$ cat src/pkg/cfgio_regs.vh
/*
  Constants for the configurable I/O port bank: register offsets inside the
  I/O register space, reset values, field masks and bus-type encodings.
  Assumes the host decodes the I/O register space and presents an 8-bit offset.
*/
`ifndef CFGIO_REGS_VH
`define CFGIO_REGS_VH

// Port base offsets
`define CFGIO_PORT_A       8'h00
`define CFGIO_PORT_B       8'h01
`define CFGIO_PORT_C       8'h10
`define CFGIO_PORT_D       8'h11

// Register offsets added to a port base
`define CFGIO_OFS_PIN_IN   8'h00
`define CFGIO_OFS_MODE     8'h02
`define CFGIO_OFS_OUT      8'h04
`define CFGIO_OFS_DIR      8'h06
`define CFGIO_OFS_DRIVE    8'h08

// Reset values
`define CFGIO_RST_CFG      8'h00
`define CFGIO_RST_OUT      8'h00

// Field masks
`define CFGIO_OD_MASK_AB   8'hF0
`define CFGIO_SLEW_MASK_AB 8'h0F
`define CFGIO_OD_MASK_C    8'hFF
`define CFGIO_SLEW_MASK_D  3'h7

// Host bus type encodings
`define CFGIO_BUS_MUX      2'h0
`define CFGIO_BUS_PAGED    2'h1
`define CFGIO_BUS_WIDE8    2'h2
`define CFGIO_BUS_NONMUX   2'h3

`endif

$ cat src/hdl/cfgio_pin_port.v
/*
  One I/O port: per-pin output multiplexer, driver enable, open-drain and
  slew selection. Assumes registers and address lanes come from the bank.
*/
`timescale 1ns/10ps
module cfgio_pin_port #(
  parameter       W         = 8,
  parameter [7:0] MODE_MASK = 8'hFF,
  parameter [7:0] OD_MASK   = 8'hF0,
  parameter [7:0] SLEW_MASK = 8'h0F
) (
  input  wire [W-1:0] dataOut,   // Output latch
  input  wire [W-1:0] dir,       // Direction bits
  input  wire [W-1:0] mode,      // Mode-select bits
  input  wire [W-1:0] drive,     // Drive-style bits
  input  wire [W-1:0] addrLane,  // Latched or live address for this port
  input  wire [W-1:0] addrValid, // Lanes carrying address
  input  wire [W-1:0] logicSel,  // Pin assigned to logic output
  input  wire [W-1:0] logicOut,  // Logic array output value
  input  wire [W-1:0] logicOe,   // Logic output-enable term
  output reg  [W-1:0] pinOut,    // Pin output value
  output reg  [W-1:0] pinOe,     // Pin output enable
  output wire [W-1:0] fastSlew   // Fast slew select
);
  wire [W-1:0] modeEff = mode & MODE_MASK[W-1:0];
  wire [W-1:0] odEff   = drive & OD_MASK[W-1:0];
  integer i;

  assign fastSlew = drive & SLEW_MASK[W-1:0];

  always @* begin
    pinOut = {W{1'b0}};
    pinOe  = {W{1'b0}};
    for (i = 0; i < W; i = i + 1) begin
      if (logicSel[i]) begin
        pinOut[i] = logicOut[i];
      end else if (modeEff[i] && addrValid[i] && (dir[i] || logicOe[i])) begin
        pinOut[i] = addrLane[i];
      end else begin
        pinOut[i] = dataOut[i];
      end
      // Open drain only ever pulls low; a high level is left to the pull-up
      pinOe[i] = (dir[i] || logicOe[i]) && !(odEff[i] && pinOut[i]);
    end
  end
endmodule

$ cat src/hdl/cfgio_port_bank.v
/*
  Configurable I/O port bank: ports A, B, C (8 pins) and D (3 pins) with
  their configuration and data registers, address latch, address lanes
  and data-port override. Assumes the host strobes are synchronous to
  clock and already decoded to the I/O register space by ioSelect.
*/
`timescale 1ns/10ps
`include "cfgio_regs.vh"
module cfgio_port_bank #(
  parameter AW = 16
) (
  input  wire          clock,        // 125 MHz clock
  input  wire          rst_n,        // Asynchronous reset, active low
  input  wire          ioSelect,     // Access targets the I/O register space
  input  wire [7:0]    regAddr,      // Offset inside the I/O register space
  input  wire          wrStrobe,     // Register write request
  input  wire          rdStrobe,     // Register read request
  input  wire [7:0]    wrData,       // Write data
  output reg  [7:0]    rdData,       // Read data, valid cycle after rdStrobe
  output reg           rdValid,      // Read data valid pulse
  input  wire          addrStrobe,   // Address latch strobe, active high
  input  wire [AW-1:0] hostAddr,     // Host address bus
  input  wire [1:0]    busType,      // Host bus type selection
  input  wire          dataPortEn,   // Port A serves as host data bus
  input  wire [7:0]    hostDataOut,  // Data to host in data-port mode
  input  wire          hostDataOe,   // Host read cycle in data-port mode
  output wire [7:0]    hostDataIn,   // Host data seen on port A
  input  wire [7:0]    pinInA,       // Port A pin levels
  output wire [7:0]    pinOutA,      // Port A output value
  output wire [7:0]    pinOeA,       // Port A output enable
  output wire [7:0]    fastSlewA,    // Port A fast slew
  input  wire [7:0]    pinInB,       // Port B pin levels
  output wire [7:0]    pinOutB,      // Port B output value
  output wire [7:0]    pinOeB,       // Port B output enable
  output wire [7:0]    fastSlewB,    // Port B fast slew
  input  wire [7:0]    pinInC,       // Port C pin levels
  output wire [7:0]    pinOutC,      // Port C output value
  output wire [7:0]    pinOeC,       // Port C output enable
  input  wire [2:0]    pinInD,       // Port D pin levels
  output wire [2:0]    pinOutD,      // Port D output value
  output wire [2:0]    pinOeD,       // Port D output enable
  output wire [2:0]    fastSlewD,    // Port D fast slew
  input  wire [7:0]    logicSelA,    // Port A pins on logic outputs
  input  wire [7:0]    logicOutA,    // Port A logic outputs
  input  wire [7:0]    logicOeA,     // Port A logic output enables
  input  wire [7:0]    logicSelB,    // Port B pins on logic outputs
  input  wire [7:0]    logicOutB,    // Port B logic outputs
  input  wire [7:0]    logicOeB,     // Port B logic output enables
  input  wire [7:0]    logicOeC,     // Port C output-enable terms
  input  wire [2:0]    logicSelD,    // Port D pins on logic outputs
  input  wire [2:0]    logicOutD,    // Port D logic outputs
  input  wire [2:0]    logicOeD,     // Port D logic output enables
  output reg  [7:0]    addrInA,      // Port A captured address inputs
  output reg  [7:0]    addrInB,      // Port B captured address inputs
  output reg  [7:0]    addrInC,      // Port C captured address inputs
  output reg  [2:0]    addrInD       // Port D captured address inputs
);

  function hit;
    input [7:0] addr;
    input [7:0] base;
    input [7:0] ofs;
    begin
      hit = (addr == (base + ofs));
    end
  endfunction

  // Configuration and data registers
  reg [7:0] modeA;
  reg [7:0] modeB;
  reg [7:0] dirA;
  reg [7:0] dirB;
  reg [7:0] dirC;
  reg [2:0] dirD;
  reg [7:0] driveA;
  reg [7:0] driveB;
  reg [7:0] driveC;
  reg [2:0] driveD;
  reg [7:0] outA;
  reg [7:0] outB;
  reg [7:0] outC;
  reg [2:0] outD;
  reg [15:0] latchedAddr;

  wire wrEn = ioSelect && wrStrobe;
  wire rdEn = ioSelect && rdStrobe;

  // Register writes
  always @(posedge clock or negedge rst_n) begin
    if (!rst_n) begin
      modeA  <= `CFGIO_RST_CFG;
      modeB  <= `CFGIO_RST_CFG;
      dirA   <= `CFGIO_RST_CFG;
      dirB   <= `CFGIO_RST_CFG;
      dirC   <= `CFGIO_RST_CFG;
      dirD   <= 3'h0;
      driveA <= `CFGIO_RST_CFG;
      driveB <= `CFGIO_RST_CFG;
      driveC <= `CFGIO_RST_CFG;
      driveD <= 3'h0;
      outA   <= `CFGIO_RST_OUT;
      outB   <= `CFGIO_RST_OUT;
      outC   <= `CFGIO_RST_OUT;
      outD   <= 3'h0;
    end else if (wrEn) begin
      if (hit(regAddr, `CFGIO_PORT_A, `CFGIO_OFS_MODE)) begin
        modeA <= wrData;
      end
      if (hit(regAddr, `CFGIO_PORT_B, `CFGIO_OFS_MODE)) begin
        modeB <= wrData;
      end
      if (hit(regAddr, `CFGIO_PORT_A, `CFGIO_OFS_DIR)) begin
        dirA <= wrData;
      end
      if (hit(regAddr, `CFGIO_PORT_B, `CFGIO_OFS_DIR)) begin
        dirB <= wrData;
      end
      if (hit(regAddr, `CFGIO_PORT_C, `CFGIO_OFS_DIR)) begin
        dirC <= wrData;
      end
      if (hit(regAddr, `CFGIO_PORT_D, `CFGIO_OFS_DIR)) begin
        dirD <= wrData[2:0];
      end
      if (hit(regAddr, `CFGIO_PORT_A, `CFGIO_OFS_DRIVE)) begin
        driveA <= wrData;
      end
      if (hit(regAddr, `CFGIO_PORT_B, `CFGIO_OFS_DRIVE)) begin
        driveB <= wrData;
      end
      if (hit(regAddr, `CFGIO_PORT_C, `CFGIO_OFS_DRIVE)) begin
        driveC <= wrData;
      end
      if (hit(regAddr, `CFGIO_PORT_D, `CFGIO_OFS_DRIVE)) begin
        driveD <= wrData[2:0];
      end
      if (hit(regAddr, `CFGIO_PORT_A, `CFGIO_OFS_OUT)) begin
        outA <= wrData;
      end
      if (hit(regAddr, `CFGIO_PORT_B, `CFGIO_OFS_OUT)) begin
        outB <= wrData;
      end
      if (hit(regAddr, `CFGIO_PORT_C, `CFGIO_OFS_OUT)) begin
        outC <= wrData;
      end
      if (hit(regAddr, `CFGIO_PORT_D, `CFGIO_OFS_OUT)) begin
        outD <= wrData[2:0];
      end
    end
  end

  // Read-back mux; unmapped offsets and absent bits read as zero
  reg [7:0] next_rdData;
  always @* begin
    next_rdData = 8'h00;
    case (1'b1)
      hit(regAddr, `CFGIO_PORT_A, `CFGIO_OFS_PIN_IN): next_rdData = pinInA;
      hit(regAddr, `CFGIO_PORT_B, `CFGIO_OFS_PIN_IN): next_rdData = pinInB;
      hit(regAddr, `CFGIO_PORT_C, `CFGIO_OFS_PIN_IN): next_rdData = pinInC;
      hit(regAddr, `CFGIO_PORT_D, `CFGIO_OFS_PIN_IN): next_rdData = {5'h00, pinInD};
      hit(regAddr, `CFGIO_PORT_A, `CFGIO_OFS_MODE):   next_rdData = modeA;
      hit(regAddr, `CFGIO_PORT_B, `CFGIO_OFS_MODE):   next_rdData = modeB;
      hit(regAddr, `CFGIO_PORT_A, `CFGIO_OFS_DIR):    next_rdData = dirA;
      hit(regAddr, `CFGIO_PORT_B, `CFGIO_OFS_DIR):    next_rdData = dirB;
      hit(regAddr, `CFGIO_PORT_C, `CFGIO_OFS_DIR):    next_rdData = dirC;
      hit(regAddr, `CFGIO_PORT_D, `CFGIO_OFS_DIR):    next_rdData = {5'h00, dirD};
      hit(regAddr, `CFGIO_PORT_A, `CFGIO_OFS_DRIVE):  next_rdData = driveA;
      hit(regAddr, `CFGIO_PORT_B, `CFGIO_OFS_DRIVE):  next_rdData = driveB;
      hit(regAddr, `CFGIO_PORT_C, `CFGIO_OFS_DRIVE):  next_rdData = driveC;
      hit(regAddr, `CFGIO_PORT_D, `CFGIO_OFS_DRIVE):  next_rdData = {5'h00, driveD};
      hit(regAddr, `CFGIO_PORT_A, `CFGIO_OFS_OUT):    next_rdData = outA;
      hit(regAddr, `CFGIO_PORT_B, `CFGIO_OFS_OUT):    next_rdData = outB;
      hit(regAddr, `CFGIO_PORT_C, `CFGIO_OFS_OUT):    next_rdData = outC;
      hit(regAddr, `CFGIO_PORT_D, `CFGIO_OFS_OUT):    next_rdData = {5'h00, outD};
      default: next_rdData = 8'h00;
    endcase
  end

  always @(posedge clock or negedge rst_n) begin
    if (!rst_n) begin
      rdData  <= 8'h00;
      rdValid <= 1'b0;
    end else begin
      rdValid <= rdEn;
      if (rdEn) begin
        rdData <= next_rdData;
      end
    end
  end

  // Address latch and address-input capture on the strobe
  always @(posedge clock or negedge rst_n) begin
    if (!rst_n) begin
      latchedAddr <= 16'h0000;
      addrInA     <= 8'h00;
      addrInB     <= 8'h00;
      addrInC     <= 8'h00;
      addrInD     <= 3'h0;
    end else if (addrStrobe) begin
      latchedAddr <= hostAddr[15:0];
      addrInA     <= pinInA;
      addrInB     <= pinInB;
      addrInC     <= pinInC;
      addrInD     <= pinInD;
    end
  end

  // Address lanes per bus type; lanes not listed fall back to the output latch
  reg [7:0] laneA;
  reg [7:0] laneB;
  reg [7:0] validA;
  reg [7:0] validB;
  always @* begin
    laneA  = 8'h00;
    laneB  = 8'h00;
    validA = 8'h00;
    validB = 8'h00;
    case (busType)
      `CFGIO_BUS_MUX: begin
        laneA  = latchedAddr[7:0];
        laneB  = latchedAddr[7:0];
        validA = 8'hFF;
        validB = 8'hFF;
      end
      `CFGIO_BUS_PAGED: begin
        laneB  = latchedAddr[15:8];
        validB = 8'hFF;
      end
      `CFGIO_BUS_WIDE8: begin
        laneA  = {latchedAddr[7:4], 4'h0};
        laneB  = {4'h0, latchedAddr[11:8]};
        validA = 8'hF0;
        validB = 8'h0F;
      end
      `CFGIO_BUS_NONMUX: begin
        // No strobe on this bus type: the address is taken live
        laneB  = hostAddr[7:0];
        validB = 8'hFF;
      end
      default: begin
        laneA  = 8'h00;
        laneB  = 8'h00;
      end
    endcase
  end

  // Data-port mode takes port A value and enable from hostDataOut and hostDataOe; fastSlewA still follows driveA
  wire [7:0] portOutA;
  wire [7:0] portOeA;
  assign hostDataIn = pinInA;
  assign pinOutA    = dataPortEn ? hostDataOut : portOutA;
  assign pinOeA     = dataPortEn ? {8{hostDataOe}} : portOeA;

  cfgio_pin_port #(
    .W         (8),
    .MODE_MASK (8'hFF),
    .OD_MASK   (`CFGIO_OD_MASK_AB),
    .SLEW_MASK (`CFGIO_SLEW_MASK_AB)
  ) uPortA (
    .dataOut   (outA),
    .dir       (dirA),
    .mode      (modeA),
    .drive     (driveA),
    .addrLane  (laneA),
    .addrValid (validA),
    .logicSel  (logicSelA),
    .logicOut  (logicOutA),
    .logicOe   (logicOeA),
    .pinOut    (portOutA),
    .pinOe     (portOeA),
    .fastSlew  (fastSlewA)
  );

  cfgio_pin_port #(
    .W         (8),
    .MODE_MASK (8'hFF),
    .OD_MASK   (`CFGIO_OD_MASK_AB),
    .SLEW_MASK (`CFGIO_SLEW_MASK_AB)
  ) uPortB (
    .dataOut   (outB),
    .dir       (dirB),
    .mode      (modeB),
    .drive     (driveB),
    .addrLane  (laneB),
    .addrValid (validB),
    .logicSel  (logicSelB),
    .logicOut  (logicOutB),
    .logicOe   (logicOeB),
    .pinOut    (pinOutB),
    .pinOe     (pinOeB),
    .fastSlew  (fastSlewB)
  );

  // Port C has no mode register and no logic outputs
  cfgio_pin_port #(
    .W         (8),
    .MODE_MASK (8'h00),
    .OD_MASK   (`CFGIO_OD_MASK_C),
    .SLEW_MASK (8'h00)
  ) uPortC (
    .dataOut   (outC),
    .dir       (dirC),
    .mode      (8'h00),
    .drive     (driveC),
    .addrLane  (8'h00),
    .addrValid (8'h00),
    .logicSel  (8'h00),
    .logicOut  (8'h00),
    .logicOe   (logicOeC),
    .pinOut    (pinOutC),
    .pinOe     (pinOeC),
    .fastSlew  ()
  );

  cfgio_pin_port #(
    .W         (3),
    .MODE_MASK (8'h00),
    .OD_MASK   (8'h00),
    .SLEW_MASK ({5'h00, `CFGIO_SLEW_MASK_D})
  ) uPortD (
    .dataOut   (outD),
    .dir       (dirD),
    .mode      (3'h0),
    .drive     (driveD),
    .addrLane  (3'h0),
    .addrValid (3'h0),
    .logicSel  (logicSelD),
    .logicOut  (logicOutD),
    .logicOe   (logicOeD),
    .pinOut    (pinOutD),
    .pinOe     (pinOeD),
    .fastSlew  (fastSlewD)
  );

endmodule

$ cat config.mk
export PLATFORM = sky130hd
export DESIGN_NAME = cfgio_port_bank
export DESIGN_NICKNAME = d
export VERILOG_FILES = /design/src/hdl/cfgio_pin_port.v /design/src/hdl/cfgio_port_bank.v
export VERILOG_INCLUDE_DIRS = /design/src /design/src/pkg
export SDC_FILE = /design/constraint.sdc
export NUM_CORES = 1
export LEC_CHECK = 0
export ABC_AREA = 1
export BUFFER_PORTS_ARGS = -buffer_cell sky130_fd_sc_hd__buf_4
export CELL_PAD_IN_SITES_DETAIL_PLACEMENT = 1
export CELL_PAD_IN_SITES_GLOBAL_PLACEMENT = 1
export CORE_MARGIN = 2
export CORE_UTILIZATION = 40
export DETAILED_ROUTE_END_ITERATION = 10
export PLACE_DENSITY = 0.86
export SYNTH_ARGS = -nofsm -noshare
export SYNTH_HDL_FRONTEND = slang
export SYNTH_HIERARCHICAL = 1
export SYNTH_SLANG_ARGS = --single-unit
$ cat constraint.sdc
create_clock -name clock -period 3 [get_ports clock]
set_input_delay 0.6 -clock clock [delete_from_list [all_inputs] [get_ports clock]]
set_output_delay 0.6 -clock clock [all_outputs]
set_load 0.05 [all_outputs]
==> summary.md, run 1 <==
| Metric | Value |
|---|---|
| Worst EP required | `2.40 ns` |
| Final hold violation count | `0` |
| RSZ-0062 raised after global routing | `false` |
| Minimum clock period | `2.67 ns` |
| P&R area growth vs syn | `32.0%` |
| Placement-stage cell area | `10,600 sq um` |
| Critical path peak fanout | `11` |
| Placed Cells | `1,602` |
| Crit path to | `pinOutA[1]` |
| Slew @ Worst Pin | `0.871 ns` |
| Switching pwr | `1.68 mW` |
| Pre-CTS setup slack | `0.338 ns` |
| Ratio of cells with drive above 1 in the final layout | `30.9%` |
| Most common cell after layout, fill and taps aside | `nand2_1` |
| Post-route ant nets | `0` |
| Number of global-route vias before repair | `8,893` |
| Total power | `5.58 mW` |
| Fin cells | `1,634` |
| Worst setup SP type | `input port` |
| Fmax | `375 MHz` |
| NumNets Final | `1,488` |
| DRC | `0` |
| Pint | `3.90 mW` |
| Commonest cells after routing, fill and taps aside | `nand2_1 (330), buf_4 (256), dfrtp_1 (149)` |
| Post-Route WL | `29,500 um` |
| Row cnt | `53` |
| Syn avg cell area | `7.73 sq um` |
| Die W | `150 um` |
| WP data arrival | `2.07 ns` |
| WL met3 | `1430 um` |
| Root buffer cell | `clkbuf_16` |
| Ant diodes | `0` |
| CTS H-tree depth | `4` |
| Num CTS Buffers | `17` |
| Worst VDD drop | `0.414 mV` |
| Die Y | `150 um` |
| Initial antenna violation count | `0` |
| First-pass GRT wire length | `46,600 um` |
| Maximum number of pins on one net before global-route repair | `72` |
| Cts repair resizes | `0` |
| Switching Share | `30.1%` |
| Grt total ovfl | `0` |
| DIE AREA | `22,400 sq um` |
| Cell Pwr Density | `499 nW/um^2` |
| Clk pwr share | `41.6%` |
| Critical path origin | `busType[0]` |
| CTS Buffer Depth | `2` |
| Final setup vio count | `0` |
| Min-Delay Path Class | `in -> async` |
| Setup bufs post-CTS | `0` |
| Setup slack after layout | `0.332 ns` |
| Final instance area | `11,200 sq um` |
| Comb power frac | `19.3%` |
| Global placement routability congestion | `0.853` |
| Highest routed layer | `met4` |
| Worst reg2reg path depth | `12` |
| CTS tree | `built` |
| Hold_buf cts | `0` |
| Core region area | `20,900 sq um` |
| CTS sink count | `149` |
| Crit path kind | `in -> out` |
| Setup TNS | `0 ns` |
| Final Core Density | `53.6%` |
| Via-per-instance ratio | `5.08` |
| Relative slew slack | `41.4%` |
| Clock Skew | `0.00808 ns` |
| Cell area after synthesis | `8480 sq um` |
| Vias post-DR | `8,306` |
| Setup slack, reg-to-reg | `1.20 ns` |
| Cells after synthesis | `1,097` |
| Max-cap viol count | `0` |
| WL met1 | `11,800 um` |
| Pleak | `5.63 nW` |
| IO buf count | `250` |
| Total Routing Usage GR | `26.9%` |
| Fin crit share | `88.9%` |
| Initial DRC count | `374` |
| Reg clk slew, reported paths | `0.06 ns` |
| Starting Density | `40.6%` |
| Detailed-placement wirelength estimate | `22,500 um` |
| I/O pin count | `259` |
| DR WL/cell | `18.1 um` |
| Worst R2R Start | `outC[4]` |
| Clock latency at the later pin of the worst-skew pair | `0.42 ns` |
| Fraction of power consumed by sequential logic | `39.1%` |
| Reg-to-Reg End | `rdData[4]` |
| DR pass1 iterations | `4` |
| Hold WS | `0.114 ns` |
| Max Slew Vio Count | `0` |
| Status | `finished clean` |
| Metal2 WL | `15,300 um` |
| Worst Setup End Kind | `output port` |
| Yosys warns | `6` |
worst min path at each step:
stage	end	slack (ns)	cells past startpoint
final	outC[1]	0.11	1
after global routing	outC[1]	0.14	1
after CTS	outC[1]	0.14	1
after detailed placement	rdData[2]	0.47	2
after global placement	rdData[1]	0.46	2
after floorplan	addrInA[0]	0.30	0
final cells by class:
type | instances | area, sq um
Timing Repair Buffer | 258 | 1950
Clock inverter | 14 | 196
Fill cell | 2589 | 9690
Sequential cell | 149 | 3730
Clock buffer | 18 | 439
Multi-Input combinational cell | 773 | 3970
Inverter | 147 | 561
Tap cell | 275 | 344
power by group through the flow:
stage	registers (mW)	logic [mW]	clock network [mW]
finish	2.18	1.08	2.32
global route	2.19	1.16	2.42
CTS	2.18	1.09	2.34
detailed placement	2.22	1.08	0
global placement	2.21	1.06	0
floorplan	2.33	0.544	0
worst max-delay path: stages:
cell and delay [ns]:
buf_4 0.14, nor2_1 0.13, inv_1 0.19, buf_4 0.21, nor2_1 0.09, inv_1 0.04, nand2_1 0.05, o21ai_0 0.07
o21ai_0 0.18, mux2_2 0.18, buf_4 0.19
layer usage:
metal | up-vias | track usage (%)
met3 | 59 | 4.51
met2 | 256 | 48.2
met5 | - | 0
li1 | 3938 | -
met4 | 0 | 11.0
met1 | 4053 | 32.0
state kept, by name (all words and copies together) (netlist names):
register,flops
addrInB,8
dirB,8
driveA,8
outD,3
addrInD,3
dirC,8
outB,8
dirD,3
dirA,8
driveB,8
rdData,8
addrInC,8
latchedAddr,16
outA,8
modeB,8
rdValid,1
driveC,8
addrInA,8
driveD,3
modeA,8
outC,8
(Power assumes the default switching activity.)
==> run 2, diff against run 1 <==
==> constraint.sdc (replaced) <==
create_clock -name clock -period 3 [get_ports clock]
set_input_delay 0 -clock clock [delete_from_list [all_inputs] [get_ports clock]]
set_output_delay 0 -clock clock [all_outputs]
set_load 0.05 [all_outputs]
==> summary.md, run 2 (synthesis results as in run 1) <==
| Metric | Value |
|---|---|
| Reg clk slew, reported paths | `0.06 ns (about the same)` |
| Status | `finished clean (unchanged)` |
| Initial DRC count | `414 (was 374)` |
| Grt total ovfl | `0 (unchanged)` |
| Ratio of cells with drive above 1 in the final layout | `29.8% (was 30.9%)` |
| Vias post-DR | `8,727 (was 8,306)` |
| Worst path slowest cell | `dfrtp_1 (was buf_4)` |
| Worst hold path startpoint | `regAddr[2]` |
| Initial antenna violation count | `0 (unchanged)` |
| Worst VDD drop | `0.426 mV (was 0.414 mV)` |
| Delay-heaviest family, CP | `flip-flops (was buffers and inverters)` |
| Slew @ Worst Pin | `0.815 ns (was 0.871 ns)` |
| WL met3 | `1970 um (was 1430 um)` |
| DRC | `0 (unchanged)` |
| Min-Delay Path Class | `in -> reg (was in -> async)` |
| CTS Buffer Depth | `2 (unchanged)` |
| Highest routed layer | `met4 (unchanged)` |
| Root buffer cell | `clkbuf_16 (unchanged)` |
| I/O pin count | `259 (unchanged)` |
| Post-route ant nets | `0 (unchanged)` |
| DR WL/cell | `19.6 um (was 18.1 um)` |
| Global placement routability congestion | `0.883 (was 0.853)` |
| Total power | `5.60 mW (was 5.58 mW)` |
| Final hold violation count | `0 (unchanged)` |
| DR pass1 iterations | `7 (was 4)` |
| Worst Setup End Kind | `output port (unchanged)` |
| Final Core Density | `55.4% (was 53.6%)` |
| Post-Route WL | `32,800 um (was 29,500 um)` |
| Setup slack, reg-to-reg | `1.27 ns (was 1.20 ns)` |
| Hold WS | `0.0233 ns (was 0.114 ns)` |
| Most common cell after layout, fill and taps aside | `nand2_1 (unchanged)` |
| Hold_buf cts | `44 (was 0)` |
| CP max stage delay | `0.42 ns (was 0.21 ns)` |
| Relative slew slack | `45.2% (was 41.4%)` |
| Via-per-instance ratio | `5.21 (was 5.08)` |
| Setup bufs post-CTS | `0 (unchanged)` |
| Ant diodes | `0 (unchanged)` |
| Final setup vio count | `0 (unchanged)` |
| WP data arrival | `2.07 ns (about the same)` |
| Worst R2R Start | `outC[7] (was outC[4])` |
| Num CTS Buffers | `17 (unchanged)` |
| RSZ-0062 raised after global routing | `false (unchanged)` |
| First-pass GRT wire length | `51,100 um (was 46,600 um)` |
| Pleak | `5.79 nW (was 5.63 nW)` |
| CTS H-tree depth | `4 (unchanged)` |
| Most flop-heavy register | `latchedAddr (unchanged)` |
| IO buf count | `250 (unchanged)` |
| Metal2 WL | `17,100 um (was 15,300 um)` |
| Cell Pwr Density | `484 nW/um^2 (was 499 nW/um^2)` |
| P&R area growth vs syn | `36.6% (was 32.0%)` |
| CP Cell Sequence | `nor2_1, nor2_1, o21ai_0, o21ai_0, mux2_2, buf_4 (was buf_4, nor2_1, inv_1, buf_4, nor2_1, inv_1, nand2_1, o21ai_0, o21ai_0, mux2_2, buf_4)` |
| Maximum number of pins on one net before global-route repair | `86 (was 72)` |
| Cts repair resizes | `0 (unchanged)` |
| CTS tree | `built (unchanged)` |
| NumNets Final | `1,529 (was 1,488)` |
| Max-cap viol count | `0 (unchanged)` |
| Number of global-route vias before repair | `9,462 (was 8,893)` |
| WP buf/inv | `1 (was 5)` |
| Placement-stage cell area | `10,500 sq um (was 10,600 sq um)` |
| Fmax | `482 MHz (was 375 MHz)` |
| Core region area | `20,900 sq um (unchanged)` |
| WL met1 | `12,500 um (was 11,800 um)` |
| Die Y | `150 um (unchanged)` |
| Starting Density | `40.6% (unchanged)` |
| Max Slew Vio Count | `0 (unchanged)` |
| Total Routing Usage GR | `29.9% (was 26.9%)` |
| Fin crit share | `69.1% (was 88.9%)` |
| Minimum clock period | `2.07 ns (was 2.67 ns)` |
| Max reg flops | `16 (unchanged)` |
| Clock latency at the later pin of the worst-skew pair | `0.43 ns (was 0.42 ns)` |
| Setup TNS | `0 ns (unchanged)` |
| Critical path origin | `dirA[1] (was busType[0])` |
| Die W | `150 um (unchanged)` |
| DIE AREA | `22,400 sq um (unchanged)` |
| Detailed-placement wirelength estimate | `22,900 um (was 22,500 um)` |
| Clock Skew | `0.00693 ns (was 0.00808 ns)` |
| Worst EP required | `3.00 ns (was 2.40 ns)` |
| Commonest cells after routing, fill and taps aside | `nand2_1 (330), buf_4 (254), dfrtp_1 (149) (was nand2_1 (330), buf_4 (256), dfrtp_1 (149))` |
| CTS sink count | `149 (unchanged)` |
| Row cnt | `53 (unchanged)` |
| Worst setup SP type | `register (was input port)` |
| Critical path peak fanout | `3 (was 11)` |
| Final instance area | `11,600 sq um (was 11,200 sq um)` |
| Crit path kind | `reg -> out (was in -> out)` |
-- run 2: changes by cell type in the layout (fill, tap and decap cells not counted), sizes merged --
cell / previous run / this run
clkinv: 6 / 7
inv: 148 / 146
bufinv: 4 / 3
buf: 258 / 255
clkbuf: 18 / 20
dlygate4sd3: 0 / 44
-- run 2: per-layer routing --
metal | vias to the layer above | GRT usage [%]
li1 | 4006 | -
met2 | 348 | 53.8
met4 | 0 | 12.6
met3 | 84 | 6.40
met5 | - | 0
met1 | 4289 | 34.3
-- run 2: cell type report --
type,instances,area [sq um]
fillers,2559,9310
multi-input cells,773,3970
flip-flops and latches,149,3730
repair buffers,299,2360
inverters,147,561
clock buffers,20,467
well taps,275,344
clock inverters,12,150
-- run 2: tightest hold or removal path: stages --
cell     delay, ns
buf_4         0.11
nor3_2        0.05
nand3_1       0.15
o21ai_0       0.10
-- run 2: path summary, 6_finish.rpt --
check / end / depth (start not counted)
max in group asynchronous: modeB[5] / 3
hold reg to reg: rdData[2] / 2
min in group asynchronous: outC[1] / 2
hold / removal: driveD[1] / 4
setup reg to reg: rdData[7] / 12
setup / recovery: pinOutA[1] / 6
-- run 2: through the flow --
step / setup slack, ns / instances
CTS: 1.06 / 1675
floorplan: 0.946 / 1129
global placement: 1.07 / 1599
finish: 0.927 / 1675
detailed placement: 0.897 / 1599
global route: 0.870 / 1675
-- run 2: power breakdown --
group / switching (mW) / leakage [nW] / internal (mW)
clock network: 0.887 / 0.299 / 1.37
logic: 0.743 / 3.52 / 0.409
registers: 0.0830 / 1.98 / 2.11
==> run 3, diff against run 2 <==
CORE_UTILIZATION = 37   (was 40)
PLACE_DENSITY = 0.8   (was 0.86)
clock period = 2.08 ns   (was 3 ns; I/O delays follow)
==> summary.md, run 3 (synthesis results as in run 1) <==
| Metric | Value |
|---|---|
| Multi-input gate area | `3970 sq um (unchanged)` |
| Crit path kind | `reg -> out (unchanged)` |
| NumNets Final | `1,539 (was 1,529)` |
| Num CTS Buffers | `17 (unchanged)` |
| RSZ-0062 raised after global routing | `false (unchanged)` |
| Worst setup SP type | `register (unchanged)` |
| Pre-CTS setup slack | `0.261 ns (was 0.897 ns)` |
| Global placement routability congestion | `0.855 (was 0.883)` |
| CTS tree | `built (unchanged)` |
| Clock Skew | `0.00817 ns (was 0.00693 ns)` |
| Pleak | `5.83 nW (was 5.79 nW)` |
| Status | `finished clean (unchanged)` |
| Hold WS | `0.0240 ns (was 0.0233 ns)` |
| Fmax | `520 MHz` |
| Fillers | `2,762 (was 2,559)` |
| Fin cells | `1,695 (was 1,675)` |
| Setup TNS | `0 ns (unchanged)` |
| Final hold violation count | `0 (unchanged)` |
| Final Core Density | `51.7% (was 55.4%)` |
| P&R area growth vs syn | `37.7% (was 36.6%)` |
| Worst Setup End Kind | `output port (unchanged)` |
| CTS sink count | `149 (unchanged)` |
| Reg clk slew, reported paths | `0.07 ns (was 0.06 ns)` |
| Final instance area | `11,700 sq um (was 11,600 sq um)` |
| Placement-stage cell area | `10,600 sq um (was 10,500 sq um)` |
| Root buffer cell | `clkbuf_16 (unchanged)` |
| Commonest cells after routing, fill and taps aside | `nand2_1 (330), buf_4 (261), dfrtp_1 (149) (was nand2_1 (330), buf_4 (254), dfrtp_1 (149))` |
| Total Routing Usage GR | `26.7% (was 29.9%)` |
| Placed Cells | `1,618 (was 1,599)` |
| DR WL/cell | `18.8 um (was 19.6 um)` |
| Register area | `3730 sq um (unchanged)` |
| Setup slack after layout | `0.156 ns (was 0.927 ns)` |
| Initial DRC count | `521 (was 414)` |
| Via-per-instance ratio | `5.06 (was 5.21)` |
| Row cnt | `55 (was 53)` |
| DR pass1 iterations | `5 (was 7)` |
| Ant diodes | `0 (unchanged)` |
| Number of global-route vias before repair | `9,250 (was 9,462)` |
| Starting Density | `37.6% (was 40.6%)` |
| Critical path peak fanout | `3 (unchanged)` |
| Total power | `8.02 mW (was 5.60 mW)` |
| Worst path slowest cell | `dfrtp_1 (unchanged)` |
| CTS H-tree depth | `4 (unchanged)` |
| Core region area | `22,600 sq um (was 20,900 sq um)` |
| Max Slew Vio Count | `0 (unchanged)` |
| I/O pin count | `259 (unchanged)` |
| Most flop-heavy register | `latchedAddr (unchanged)` |
| Relative slew slack | `59.3% (was 45.2%)` |
| DRC | `0 (unchanged)` |
| Detailed-placement wirelength estimate | `23,200 um (was 22,900 um)` |
| Post-Route WL | `31,900 um (was 32,800 um)` |
| Max-cap viol count | `0 (unchanged)` |
| Die Y | `155 um (was 150 um)` |
| Slew @ Worst Pin | `0.610 ns (was 0.815 ns)` |
| Most common cell after layout, fill and taps aside | `nand2_1 (unchanged)` |
| Grt total ovfl | `0 (unchanged)` |
| Initial antenna violation count | `0 (unchanged)` |
| Crit path top cell by count | `o21ai_2` |
| IO buf count | `250 (unchanged)` |
| Post-route ant nets | `0 (unchanged)` |
| Final setup vio count | `0 (unchanged)` |
| Clock latency at the later pin of the worst-skew pair | `0.43 ns (about the same)` |
| Worst EP required | `2.08 ns (was 3.00 ns)` |
| CTS Buffer Depth | `2 (unchanged)` |
| Worst VDD drop | `0.582 mV (was 0.426 mV)` |
| Ratio of cells with drive above 1 in the final layout | `30.1% (was 29.8%)` |
| Maximum number of pins on one net before global-route repair | `52 (was 86)` |
| First-pass GRT wire length | `50,100 um (was 51,100 um)` |
| Cell Pwr Density | `687 nW/um^2 (was 484 nW/um^2)` |
| Min-Delay Path Class | `in -> reg (unchanged)` |
| Max reg flops | `16 (unchanged)` |
| CP Cell Sequence | `or2_4, nand3_2, nand2_1, o21ai_2, o21ai_2, mux2_2, buf_4 (was nor2_1, nor2_1, o21ai_0, o21ai_0, mux2_2, buf_4)` |
| CP max stage delay | `0.42 ns (about the same)` |
| Minimum clock period | `1.92 ns` |
| Die W | `155 um (was 150 um)` |
| Vias post-DR | `8,575 (was 8,727)` |
| WP data arrival | `1.92 ns (was 2.07 ns)` |
| Fin crit share | `92.5%` |
| DIE AREA | `24,100 sq um (was 22,400 sq um)` |
-- run 3: cell types whose count changed in the layout (fill, tap and decap cells not counted), sizes merged --
cell,delta
dlygate4sd3,+1
bufinv,-1
clkinvlp,+1
clkinv,-2
buf,+9
inv,+2
-- run 3: critical path: cells and delay by family (launching register included) --
kind,cells,cell delay (ns)
simple gates,3,0.46
compound gates,2,0.17
buf+inv,1,0.19
flops,1,0.42
mux,1,0.26
-- run 3: worst paths after layout --
path                       startpoint  depth (start not counted)          to  slack, ns
hold reg to reg             rdData[7]                          2   rdData[7]       0.50
max in group asynchronous       rst_n                          3   driveD[2]       1.30
hold / removal             regAddr[2]                          4   driveD[1]       0.02
min in group asynchronous       rst_n                          2     outC[7]       0.09
setup / recovery              dirA[2]                          7  pinOutA[2]       0.16
setup reg to reg              outC[4]                         12   rdData[4]       0.40
-- run 3: cell type report --
| class | count | share of cell area [%] |
|---|---|---|
| repair buffers | 309 | 21.1 |
| clock inverters | 12 | 1.22 |
| inverters | 147 | 4.80 |
| multi-input cells | 773 | 34.0 |
| clock buffers | 20 | 3.91 |
| well taps | 285 | 3.05 |
| flip-flops and latches | 149 | 31.9 |
-- run 3: power breakdown --
group / internal, mW / total, mW / leakage [nW] / switching [mW]
clock network: 1.85 / 3.22 / 0.280 / 1.37
logic: 0.599 / 1.66 / 3.58 / 1.06
registers: 3.04 / 3.15 / 1.98 / 0.110
total: 5.49 / 8.02 / 5.83 / 2.53
-- run 3: metal layers --
| layer | track usage (%) | share of wire, % |
|---|---|---|
| met5 | 0 | 0 |
| met4 | 8.34 | 2.5 |
| met3 | 4.82 | 5.4 |
| met2 | 47.3 | 51 |
| met1 | 33.1 | 41 |
-- run 3: what timing repair did --
item | 4_1_cts | 5_1_grt
buffers inserted | 0 | 0
hold buffers | 45 | 0
hold endpoints to repair | 180 | 0
resized for setup | 0 | 0
